`config.mk`:
```
export PLATFORM = sky130hd
export DESIGN_NAME = fdr_top
export DESIGN_NICKNAME = d
export VERILOG_FILES = /design/src/fdr_pkg.sv /design/src/fdr_crc_if.sv /design/src/fdr_crc.sv /design/src/fdr_top.sv
export SDC_FILE = /design/constraint.sdc
export NUM_CORES = 1
export LEC_CHECK = 0
export ABC_AREA = 1
export BUFFER_PORTS_ARGS = -buffer_cell sky130_fd_sc_hd__clkbuf_2
export CAP_MARGIN = 20
export CORE_AREA = 5 5 141 89
export CTS_BUF_LIST = sky130_fd_sc_hd__clkbuf_8 sky130_fd_sc_hd__clkbuf_16
export CTS_CLUSTER_SIZE = 14
export DETAILED_ROUTE_END_ITERATION = 7
export DIE_AREA = 0 0 146 94
export PLACE_DENSITY = 0.63
export SLEW_MARGIN = 20
export SYNTH_ARGS = -nofsm -noshare
export SYNTH_HDL_FRONTEND = slang
export SYNTH_SLANG_ARGS = --single-unit
```
`constraint.sdc`:
```
create_clock -name ref_clk -period 1.7 [get_ports ref_clk]
set_input_delay 0.17 -clock ref_clk [delete_from_list [all_inputs] [get_ports ref_clk]]
set_output_delay 0.17 -clock ref_clk [all_outputs]
set_load 0.05 [all_outputs]
```
`src/fdr_pkg.sv`:
```
// Constants shared by the floppy read data recovery block
package fdr_pkg;
    // APB register byte addresses
    localparam logic [7:0]  ADDR_CTRL     = 8'h00;
    localparam logic [7:0]  ADDR_SYNC     = 8'h04;
    localparam logic [7:0]  ADDR_STAT     = 8'h08;
    // Field positions
    localparam int          CTRL_EN_BIT   = 0;
    localparam int          CTRL_FRST_BIT = 1;
    localparam int          STAT_SYNC_BIT = 0;
    localparam int          STAT_FAST_BIT = 1;
    localparam int          STAT_CRC_BIT  = 2;
    localparam int          STAT_NRZ_BIT  = 3;
    // Values after reset and loads
    localparam logic [7:0]  SYNC_RST      = 8'hF5;
    localparam logic [3:0]  REF_LOAD      = 4'h9;
    localparam logic [3:0]  REF_LAST      = 4'hF;
    localparam logic [3:0]  REF_PRE_RISE  = 4'h7;
    localparam logic [15:0] CRC_PRESET    = 16'hFFFF;
    localparam logic [15:0] CRC_POLY      = 16'h1021;
    // Timing: one recovered cell is 2 us
    localparam int          CELL_NS       = 2000;
    localparam int          CRC_WIN_NS    = 32000;
    localparam int          DELAY_NS      = 16000;
    localparam int          DELAY_STAGES  = DELAY_NS / CELL_NS;
    localparam logic [4:0]  CRC_WIN_CELLS = 5'(CRC_WIN_NS / CELL_NS);
    localparam int          SWITCH_BIT    = 3;

    typedef enum logic [1:0] {
        ST_IDLE  = 2'b00,
        ST_HUNT  = 2'b01,
        ST_ALIGN = 2'b10,
        ST_DATA  = 2'b11
    } fdr_state_t;
endpackage : fdr_pkg

```
`src/fdr_crc_if.sv`:
```
// Carrier between sequencer and CRC generator
`timescale 1ns/1ps
`default_nettype none
interface fdr_crc_if;
    logic bit_in;
    logic shift;
    logic preset;
    logic zero;
    modport gen (input bit_in, input shift, input preset, output zero);
    modport ctl (output bit_in, output shift, output preset, input zero);
endinterface : fdr_crc_if
`default_nettype wire

```
`src/fdr_crc.sv`:
```
// Serial CRC generator fed with the delayed data bits
`timescale 1ns/1ps
`default_nettype none
module fdr_crc (
    input  wire logic ref_clk,
    input  wire logic rst,
    input  wire logic ce,
    fdr_crc_if.gen    crc
);
    logic [15:0] crc_reg;
    logic        fb;

    assign fb = crc_reg[15] ^ crc.bit_in;

    always_ff @(posedge ref_clk) begin
        if (rst) begin
            crc_reg <= fdr_pkg::CRC_PRESET;
        end else if (ce) begin
            if (crc.preset) begin
                crc_reg <= fdr_pkg::CRC_PRESET;
            end else if (crc.shift) begin
                crc_reg <= {crc_reg[14:0], 1'b0} ^ (fb ? fdr_pkg::CRC_POLY : 16'h0000);
            end
        end
    end

    assign crc.zero = (crc_reg == 16'h0000);
endmodule : fdr_crc
`default_nettype wire

```
`src/fdr_top.sv`:
```
// Floppy read data separator and read formatter sequencer
// How it works
// RQ1 - Raw pulse makes one-VCO-period load pulse
// RQ2 - Load pulse presets counter nine, sets capture
// RQ3 - Counter bit 3 rises within fifteen periods
// RQ4 - Carry every sixteen periods; divider feeds detector
// RQ5 - Bit 3 falling edge clears capture flop
// RQ6 - Capture resampled by bit 3 gives NRZ
// RQ7 - Drive never omits two pulses running
// RQ8 - Drive delivers next pulse within 32 us
// RQ9 - Eight stage line delays data 16 us
// RQ10 - Sync bits shifted in also reach CRC
// RQ11 - Hunt at 500 kHz against mark half
// RQ12 - Match raises sync match output
// RQ13 - Host checks second mark half itself
// RQ14 - After second half read clock 250 kHz
// RQ15 - CRC shifts data bits only
// RQ16 - CRC result shown for 32 us
// RQ17 - Formatter reset clears sync, selects 500 kHz
// RQ18 - Host prepares drive and adapter first
// RQ19 - Sync match lasts one read clock
// RQ20 - Eight counts after sync latch select 250 kHz
// RQ21 - Read clock selection switches without glitch
// RQ22 - Reset leaves sync cleared, 500 kHz chosen
`timescale 1ns/1ps
`default_nettype none
module fdr_top (
    input  wire logic        ref_clk,
    input  wire logic        rst,
    input  wire logic        ce,
    input  wire logic        raw_read,
    input  wire logic        vco_in,
    input  wire logic        psel,
    input  wire logic        penable,
    input  wire logic        pwrite,
    input  wire logic [7:0]  paddr,
    input  wire logic [31:0] pwdata,
    output logic [31:0]      prdata,
    output logic             pready,
    output logic             pslverr,
    output logic             load_n,
    output logic             recov_clk,
    output logic             pd_ref,
    output logic             pd_var,
    output logic             nrz_data,
    output logic             delayed_data,
    output logic             read_clk_tick,
    output logic             rate_fast,
    output logic             sync_match_out,
    output logic             crc_ok
);
    fdr_crc_if crc_bus ();

    fdr_crc u_crc (
        .ref_clk (ref_clk),
        .rst     (rst),
        .ce      (ce),
        .crc     (crc_bus)
    );

    ////////////////////////////////////////////////////////////////////////
    // Pin synchronisers, three stages, change accepted when 2 and 3 agree
    // VCO high lasts under two clocks, so its tick is a stage 2 to 3 rise
    logic [2:0] raw_sync_reg;
    logic [2:0] vco_sync_reg;
    logic       raw_stable_reg;
    logic       raw_edge;
    logic       vco_tick;

    always_ff @(posedge ref_clk) begin
        if (rst) begin
            raw_sync_reg   <= 3'h0;
            vco_sync_reg   <= 3'h0;
            raw_stable_reg <= 1'b0;
        end else if (ce) begin
            raw_sync_reg <= {raw_sync_reg[1:0], raw_read};
            vco_sync_reg <= {vco_sync_reg[1:0], vco_in};
            if (raw_sync_reg[1] == raw_sync_reg[2]) begin
                raw_stable_reg <= raw_sync_reg[2];
            end
        end
    end

    assign raw_edge = raw_sync_reg[1] & raw_sync_reg[2] & ~raw_stable_reg;
    assign vco_tick = vco_sync_reg[1] & ~vco_sync_reg[2];

    ////////////////////////////////////////////////////////////////////////
    // Data separator on VCO ticks
    logic       pend_reg;
    logic       ff1_reg;
    logic       ff2_reg;
    logic       load_pulse;
    logic [3:0] ref_cnt_reg;
    logic [3:0] ref_cnt_next;
    logic [3:0] var_cnt_reg;
    logic       cap_reg;
    logic       nrz_reg;
    logic       pd_ref_reg;
    logic       pd_var_reg;
    logic       bit3_rise;
    logic       bit3_fall;
    logic       edge500;
    logic       fall500;
    logic       load_n_reg;

    assign load_pulse   = ff1_reg & ~ff2_reg;
    assign ref_cnt_next = load_pulse ? fdr_pkg::REF_LOAD : ref_cnt_reg + 4'h1;
    assign bit3_rise    = ~ref_cnt_reg[3] & ref_cnt_next[3];
    assign bit3_fall    = ref_cnt_reg[3] & ~ref_cnt_next[3];
    assign edge500      = ce & vco_tick & bit3_rise;
    assign fall500      = ce & vco_tick & bit3_fall;

    // A raw edge between ticks is held so it is never lost
    always_ff @(posedge ref_clk) begin
        if (rst) begin
            pend_reg <= 1'b0;
            ff1_reg  <= 1'b0;
            ff2_reg  <= 1'b0;
            load_n_reg <= 1'b1;
        end else if (ce) begin
            if (raw_edge) begin
                pend_reg <= 1'b1;
            end else if (vco_tick) begin
                pend_reg <= 1'b0;
            end
            if (vco_tick) begin
                ff1_reg <= pend_reg; // RQ1
                ff2_reg <= ff1_reg; // RQ1
                load_n_reg <= ~(pend_reg & ~ff1_reg); // RQ1
            end
        end
    end

    always_ff @(posedge ref_clk) begin
        if (rst) begin
            ref_cnt_reg <= 4'h0;
            var_cnt_reg <= 4'h0;
            pd_ref_reg  <= 1'b0;
            pd_var_reg  <= 1'b0;
        end else if (ce && vco_tick) begin
            ref_cnt_reg <= ref_cnt_next; // RQ2 RQ3
            var_cnt_reg <= var_cnt_reg + 4'h1;
            pd_ref_reg  <= ~load_pulse && (ref_cnt_reg == fdr_pkg::REF_LAST); // RQ4
            pd_var_reg  <= (var_cnt_reg == fdr_pkg::REF_LAST); // RQ4
        end
    end

    // Set by a data pulse wins over the clock-edge clear
    always_ff @(posedge ref_clk) begin
        if (rst) begin
            cap_reg <= 1'b0;
            nrz_reg <= 1'b0;
        end else if (ce && vco_tick) begin
            if (load_pulse) begin
                cap_reg <= 1'b1; // RQ2
            end else if (bit3_fall) begin
                cap_reg <= 1'b0; // RQ5
            end
            // Taken as the clear lands, else the cell's pulse is already gone
            if (bit3_fall) begin
                nrz_reg <= cap_reg; // RQ6
            end
        end
    end

    ////////////////////////////////////////////////////////////////////////
    // Delay line toward the CRC, also carries the sync bits
    logic [fdr_pkg::DELAY_STAGES-1:0] dly_reg;

    always_ff @(posedge ref_clk) begin
        if (rst) begin
            dly_reg <= '0;
        end else if (fall500) begin
            dly_reg <= {dly_reg[fdr_pkg::DELAY_STAGES-2:0], nrz_reg}; // RQ9 RQ10
        end
    end

    ////////////////////////////////////////////////////////////////////////
    // Registers over APB
    logic        read_en_reg;
    logic        frst_pulse;
    logic [7:0]  sync_pat_reg;
    logic [31:0] prdata_reg;
    logic        pready_reg;
    logic        pslverr_reg;
    logic        acc;
    logic        wr_go;
    logic        mapped;
    fdr_pkg::fdr_state_t state_reg;
    logic        crc_ok_reg;

    assign acc    = psel & penable;
    assign wr_go  = acc & pready_reg & pwrite;
    assign mapped = (paddr == fdr_pkg::ADDR_CTRL) || (paddr == fdr_pkg::ADDR_SYNC)
                 || (paddr == fdr_pkg::ADDR_STAT);
    assign frst_pulse = wr_go && (paddr == fdr_pkg::ADDR_CTRL)
                     && pwdata[fdr_pkg::CTRL_FRST_BIT];

    always_ff @(posedge ref_clk) begin
        if (rst) begin
            pready_reg  <= 1'b0;
            pslverr_reg <= 1'b0;
            prdata_reg  <= 32'h00000000;
        end else if (ce) begin
            pready_reg  <= acc & ~pready_reg;
            pslverr_reg <= acc & ~pready_reg & ~mapped;
            prdata_reg  <= 32'h00000000;
            if (acc && !pready_reg && !pwrite) begin
                case (paddr)
                    fdr_pkg::ADDR_CTRL: prdata_reg <= {31'h0, read_en_reg};
                    fdr_pkg::ADDR_SYNC: prdata_reg <= {24'h0, sync_pat_reg};
                    fdr_pkg::ADDR_STAT: prdata_reg <= {28'h0, nrz_reg, crc_ok_reg,
                                                       state_reg != fdr_pkg::ST_DATA,
                                                       state_reg[1]};
                    default:            prdata_reg <= 32'h00000000;
                endcase
            end
        end
    end

    always_ff @(posedge ref_clk) begin
        if (rst) begin
            read_en_reg  <= 1'b0;
            sync_pat_reg <= fdr_pkg::SYNC_RST;
        end else if (ce && wr_go) begin
            if (paddr == fdr_pkg::ADDR_CTRL) begin
                read_en_reg <= pwdata[fdr_pkg::CTRL_EN_BIT];
            end
            if (paddr == fdr_pkg::ADDR_SYNC) begin
                sync_pat_reg <= pwdata[7:0];
            end
        end
    end

    ////////////////////////////////////////////////////////////////////////
    // Read sequencer: hunt at 2X, align eight counts, then 1X data
    logic [3:0] div_reg;
    logic [3:0] div_next;
    logic [7:0] shift_reg;
    logic [7:0] shift_next;
    logic       rd_tick;
    logic       match_now;
    logic       sm_reg;
    logic       rd_tick_reg;

    assign div_next   = div_reg + 4'h1;
    // Selection changes to 1X only with a 500 kHz edge, so no runt tick
    assign rd_tick    = edge500 & ((state_reg != fdr_pkg::ST_DATA) | div_next[0]); // RQ21
    assign shift_next = {shift_reg[6:0], nrz_reg};
    assign match_now  = (shift_next == sync_pat_reg); // RQ11

    always_ff @(posedge ref_clk) begin
        if (rst) begin
            state_reg <= fdr_pkg::ST_IDLE; // RQ22
            div_reg   <= 4'h0;
        end else if (ce) begin
            if (!read_en_reg) begin
                state_reg <= fdr_pkg::ST_IDLE;
            end else if (frst_pulse) begin
                state_reg <= fdr_pkg::ST_HUNT; // RQ17
                div_reg   <= 4'h0;
            end else begin
                case (state_reg)
                    fdr_pkg::ST_IDLE: state_reg <= fdr_pkg::ST_IDLE;
                    fdr_pkg::ST_HUNT: begin
                        if (edge500 && sm_reg) begin
                            state_reg <= fdr_pkg::ST_ALIGN; // RQ20
                        end
                    end
                    fdr_pkg::ST_ALIGN: begin
                        if (edge500) begin
                            div_reg <= div_next; // RQ20
                            if (div_next[fdr_pkg::SWITCH_BIT]) begin
                                state_reg <= fdr_pkg::ST_DATA; // RQ14 RQ20
                            end
                        end
                    end
                    fdr_pkg::ST_DATA: begin
                        if (edge500) begin
                            div_reg <= div_next;
                        end
                    end
                    default: state_reg <= fdr_pkg::ST_IDLE;
                endcase
            end
        end
    end

    always_ff @(posedge ref_clk) begin
        if (rst) begin
            shift_reg   <= 8'h00;
            sm_reg      <= 1'b0;
            rd_tick_reg <= 1'b0;
        end else if (ce) begin
            rd_tick_reg <= rd_tick;
            if (rd_tick) begin
                shift_reg <= shift_next;
                sm_reg    <= (state_reg == fdr_pkg::ST_HUNT) && match_now; // RQ12 RQ19
            end
        end
    end

    ////////////////////////////////////////////////////////////////////////
    // CRC gating and result window
    logic [4:0] win_reg;
    logic       crc_done_reg;

    assign crc_bus.bit_in = dly_reg[fdr_pkg::DELAY_STAGES-1];
    assign crc_bus.preset = frst_pulse; // RQ17
    // Only every other 500 kHz edge once latched: data bits, no clock bits
    assign crc_bus.shift  = edge500 & state_reg[1] & div_next[0]; // RQ15

    always_ff @(posedge ref_clk) begin
        if (rst) begin
            win_reg      <= 5'h00;
            crc_ok_reg   <= 1'b0;
            crc_done_reg <= 1'b0;
        end else if (ce) begin
            if (frst_pulse) begin
                win_reg      <= 5'h00;
                crc_ok_reg   <= 1'b0;
                crc_done_reg <= 1'b0;
            end else if (edge500) begin
                if (state_reg == fdr_pkg::ST_DATA && crc_bus.zero && !crc_done_reg) begin
                    win_reg      <= fdr_pkg::CRC_WIN_CELLS; // RQ16
                    crc_ok_reg   <= 1'b1;
                    crc_done_reg <= 1'b1;
                end else if (win_reg != 5'h00) begin
                    win_reg    <= win_reg - 5'h01;
                    crc_ok_reg <= (win_reg != 5'h01); // RQ16
                end
            end
        end
    end

    ////////////////////////////////////////////////////////////////////////
    // Outputs, all from flops except rate_fast, decoded from two state_reg bits
    assign prdata         = prdata_reg;
    assign pready         = pready_reg;
    assign pslverr        = pslverr_reg;
    assign load_n         = load_n_reg;
    assign recov_clk      = ref_cnt_reg[3];
    assign pd_ref         = pd_ref_reg;
    assign pd_var         = pd_var_reg;
    assign nrz_data       = nrz_reg;
    assign delayed_data   = dly_reg[fdr_pkg::DELAY_STAGES-1];
    assign read_clk_tick  = rd_tick_reg;
    assign rate_fast      = ~(state_reg[0] & state_reg[1]);
    assign sync_match_out = sm_reg;
    assign crc_ok         = crc_ok_reg;
endmodule : fdr_top
`default_nettype wire

```
* Word level (Yosys, flattened, before mapping)
Cells that the tools add are included.
** Word-level totals
- Register bits :: 112
- Input bits :: 48
- Output and inout bits :: 44
- Logic and storage cells :: 151
** Operators by class
- $add $sub $neg :: 4
- Eq/ne operators :: 15
- Multiplexer cells :: 30
- Bitwise gates (word level) :: 33
- Reduce and logical (&&, ||, !) cells :: 41
** Operators with widths (count)
- $mux 16 :: 2
- $pmux 8 s3 :: 1
- $mux 5 :: 4
- $and 1x1->1 :: 19
- $reduce_and 2->1 :: 9
- $logic_not 16->1 :: 1
- $mux 4 :: 4
- $xor 16x16->16 :: 1
- $mux 13 :: 1
- $add 4x1->4 const B :: 3
- $ne 4x4->1 const B :: 3
- $reduce_bool 2->1 :: 6
- $logic_and 1x1->1 :: 11
- $mux 1 :: 11
- $not 1->1 :: 11
- $mux 2 :: 5
- $eq 4x4->1 const B :: 2
- $eq 8x3->1 const B :: 1
- $eq 8x4->1 const B :: 1
- $eq 8x8->1 :: 1
- $logic_not 8->1 :: 1
- $mux 8 :: 1
- $pmux 2 s3 :: 1
- $reduce_and 3->1 :: 2
- other kinds (17) :: 21

* Depth between registers and ports, before layout
- Depth after elaboration :: 10
- Gate-level depth with buffers :: 12
- Depth with buffers taken out :: 12

* By module
Synthesis repeated with hierarchy kept, for this count alone.
** Second synthesis, totals
- Cell total of the unflattened synthesis :: 558
- Area total of the unflattened synthesis :: 4230.3 um^2
** By module, submodules not included
- fdr_top :: times used 1, cells an instance 469, area each 3562.2 um^2, seq. area each 1441.4 um^2
- fdr_crc :: times used 1, cells an instance 89, area each 668.1 um^2, seq. area each 320.3 um^2

* Least setup slack after synthesis
Ideal clock, no wire load.
- Path kind :: reg-to-reg
- Start :: register pready_reg (netlist: pready)
- End :: register u_crc.crc_reg[11]
- Setup time :: 0.130 ns
- Arrival :: 1.659 ns
- Required time :: 1.570 ns
- Setup slack :: -0.089 ns
- Stages on the path, launching flop included :: 11
- Path buffers :: 1
- Period minus slack after synthesis :: 1.789 ns
- Cell sequence :: dfxtp_1 nand2_2 nor2_4 inv_2 nor2_4 nand3_2 o21ai_4 inv_2 buf_6 nand2_1 nand3_1
** Between the ends
- Cells in the longest elaborated chain, start to end :: 6
- Elaborated cells on any way between the ends :: 7
- Classes of those cells :: mux (1); bitwise (2); reduce/logical (4)
** Ends and longest elaborated chain
- start, declared :: line fdr_top.sv:184 : logic pready_reg;
- start signal, assigned :: line fdr_top.sv:205 : pready_reg <= acc & ~pready_reg;
- $and 1x1->1 (*) (2 in series) :: line fdr_top.sv:193 : assign wr_go = acc & pready_reg & pwrite;
- $logic_and 1x1->1 (*) :: line fdr_top.sv:196 : assign frst_pulse = wr_go && (paddr == fdr_pkg::ADDR_CTRL)
- $logic_and 1x1->1 (*) :: line fdr_top.sv:197 : && pwdata[fdr_pkg::CTRL_FRST_BIT];
- $reduce_bool 2->1 (no source line)
- $reduce_and 2->1 (no source line)
- end signal, assigned :: line fdr_crc.sv:17 : crc_reg <= fdr_pkg::CRC_PRESET;
- end signal, assigned :: line fdr_crc.sv:20 : crc_reg <= fdr_pkg::CRC_PRESET;
- end signal, assigned :: line fdr_crc.sv:22 : crc_reg <= {crc_reg[14:0], 1'b0} ^ (fb ? fdr_pkg::CRC_POLY : 16'h0000);
- end, declared :: line fdr_crc.sv:10 : logic [15:0] crc_reg;
Every way passes the cells marked *; elsewhere a longest branch is shown, timed or not.
A chain may end at the register's enable or synchronous reset.

* Final worst setup path
- Start :: register state_reg[0]
- End :: register state_reg[0]
** Between the ends
- Cells in the longest elaborated chain, start to end :: 4
- Elaborated cells on any way between the ends :: 11
- Classes of those cells :: eq/ne (6); mux (3); reduce/logical (2)
** Ends and longest elaborated chain
- start, declared :: line fdr_top.sv:189 : fdr_pkg::fdr_state_t state_reg;
- start signal, assigned :: line fdr_top.sv:254 : state_reg <= fdr_pkg::ST_IDLE;
- start signal, assigned :: line fdr_top.sv:258 : state_reg <= fdr_pkg::ST_IDLE;
- start signal, assigned :: line fdr_top.sv:260 : state_reg <= fdr_pkg::ST_HUNT;
- $eq 2x2->1 (tied with other cells) :: line fdr_top.sv:263 : case (state_reg)
- $pmux 2 s3 :: line fdr_top.sv:263
- $mux 2 :: line fdr_top.sv:259 : end else if (frst_pulse) begin
- $mux 2 :: line fdr_top.sv:257 : if (!read_en_reg) begin
Several ways; a longest one is shown, not always the timed one.

==> metrics <==
status finished clean; crit path kind reg2reg; antenna violations before repair 0; final setup fails 0; reg-to-reg critical path endpoint state_reg[0]; fraction of layout instances using a drive strength above 1 19.0%; Die W 146 um; Root Buffer clkbuf_16; post-route ant nets 0; clk sinks 88; Post-synth EDFFs 0; Critical Path AT around 1.8 ns; Post-synth ARST share 0%; Clk pin slew, worst setup/hold paths around 0.06 ns; TritonCTS buffer count 9; unique cell type count in the Yosys netlist 40; number of hold buffers added after CTS 0; Crit path required time 1.92 ns; All-Layer GR Usage 14.2%; leak pwr around 2.1 nW; detailed-route via count 3651; hold_sp pwdata[6]; Yosys top cell area share 41.9%; DRC viols 0; final slew viol count 0; die area between 10000 and 15000 sq um; grt total ovfl 0; number of global-route vias before repair around 3400; Post-Syn Instances ~560; H-tree depth 3; Final Hold Fails 0; post-synth top area cell dfxtp_1; largest net degree at the start of global routing 49; CP Capture Type register; Seq/Total Area, Yosys between 40% and 50%; max FFs per register 16; Worst Hold End sync_pat_reg[6]; filler instances approximately 1100; R2R Setup Slk roughly 0.13 ns; PwrDens roughly 900 nW/um^2; Max VDD drop approximately 0.46 mV; register area around 1800 sq um; final net count between 600 and 700; initial DRC count approximately 260; Antenna diodes 0; Initial Util 38.0%; skew final 0.00584 ns; worst hold margin ~0.041 ns; IO buf count 43; top post-synthesis cells by area dfxtp_1 42%, nand2_1 8.8%, o21ai_0 6.3%; critical path peak fanout 3; commonest non-fill, non-tap cells in the layout 98 x nand2_1, 83 x dfxtp_1, 60 x nor2_1; CP most frequent cell nand2_1; Synth Flop Type dfxtp_1; Post-Route WL between 9000 and 10000 um; hold crit path type in2reg; Core Footprint about 11000 sq um; area grow syn2layout 15.1%; global-route wire length before repair roughly 16000 um; Ports 92; mean area per synthesized cell ~7.6 sq um; fmax 638 MHz; most common cell after layout, fill and taps aside nand2_1; slowest CP cell dfxtp_2; via/cell ratio ~4.8; multi-input logic area approximately 2100 sq um; CTS tree built; RSZ-0062 raised after global routing no; synthesized area roughly 4200 sq um; Syn. warnings 0; Yosys reg bits 88; slowest stage delay, CP 0.37 ns; CP startpoint kind register; die height 94 um; Clock Path Buffers 2; cells along the critical path inv_1 -> ha_1 -> or2_2 -> nand2_1 -> nand2_1 -> nand2_1 -> nand2_1 -> nand2_1 -> nor2_2; hold path depth 3; period utilization around 92%; setup TNS 0 ns; DRT Pass-1 Iters 4; Final GP Congestion slightly below 0.9; Reg2Reg Depth 9; routed len/inst about 12 um; FF-to-FF Start state_reg[0]; Clock Latency Late Sink around 0.33 ns; Max Cap Viol 0; Cell Rows 30; Min Clock Period, post-route 1.57 ns; Detailed Place HPWL about 7000 um
-- per-stage QoR --
step | area, sq um | setup slack (ns) | power, mW | cells | util (%)
2_1_floorplan | 4300 | 0.0381 | 2.43 | 580 | -
3_3_place_gp | 4500 | 0.109 | 2.45 | 736 | 40.6
3_5_place_dp | 4500 | 0.0556 | 2.45 | 736 | 40.6
4_1_cts | 4790 | 0.0505 | 4.40 | 752 | 43.2
5_1_grt | 4840 | 0.0101 | 4.52 | 756 | 43.7
6_report | 4840 | 0.132 | 4.34 | 756 | 43.7
-- layout make-up --
cell class / count / area share (%)
Clock buffer: 9 / 4.65
Sequential cell: 88 / 36.5
Clock inverter: 7 / 1.34
Timing Repair Buffer: 59 / 6.92
Tap cell: 144 / 3.72
Multi-Input combinational cell: 398 / 42.9
Inverter: 51 / 4.00
-- timing repair --
| item | 4_1_cts | 5_1_grt |
|---|---|---|
| endpoints found under the setup margin | 0 | 16 |
| gates resized for setup | 0 | 8 |
| buffers inserted | 0 | 4 |
-- cell usage after synthesis, drive strengths merged (2+ instances only) --
master and number:
nand2 111, dfxtp 88, nor2 69, o21ai 55
a21oi 52, inv 47, buf 34, nand3 34
ha 11, clkbuf 9, nor3 7, o211ai 7
nand4 6, o22ai 5, clkinv 4, xor2 4
nand3b 3, xnor2 3, nor3b 2, or2 2
-- power by group --
group          total [mW]  leakage, nW  internal [mW]  switching (mW)
Combinational       0.315         1.26         0.0691           0.246
Clock                1.92        0.146           1.13           0.797
Sequential           2.10        0.714           2.08          0.0157
-- how the worst max path moves through the flow --
| stage | cells after the start | from | to | slack [ns] |
|---|---|---|---|---|
| finish | 9 | state_reg[0] | state_reg[0] | 0.13 |
| global route | 11 | state_reg[0] | win_reg[3] | 0.01 |
| CTS | 8 | state_reg[1] | win_reg[0] | 0.05 |
| detailed placement | 8 | state_reg[1] | win_reg[0] | 0.06 |
| global placement | 10 | state_reg[1] | win_reg[3] | 0.11 |
| floorplan | 6 | state_reg[1] | shift_reg[6] | 0.04 |
-- logic make-up after synthesis --
logic type | after synthesis | share of synthesized area [%]
AND/OR/NAND/NOR | 234 | 26.0
AO/OA/AOI/OAI | 122 | 15.9
buffers and inverters | 94 | 11.4
flip-flops | 88 | 41.9
adder cells (fa/ha/maj) | 11 | 3.27
XOR/XNOR | 7 | 1.46
other | 1 | 0.0891
-- metal layers --
layer | part of all wire (%) | track usage (%) | vias to the layer above
li1 | - | - | 1877
met1 | 50 | 19.2 | 1677
met2 | 43 | 21.8 | 83
met3 | 5.5 | 4.19 | 14
met4 | 1.3 | 4.38 | 0
met5 | 0 | 0 | -
-- critical path, delay by kind of cell, from the launching register on --
| kind | cells | cell delay (ns) |
|---|---|---|
| adder cells (fa/ha/maj) | 1 | 0.31 |
| flip-flops | 1 | 0.37 |
| AND/OR/NAND/NOR | 7 | 0.70 |
| buffers and inverters | 1 | 0.08 |
No activity file was read; power rests on OpenSTA's default activity.
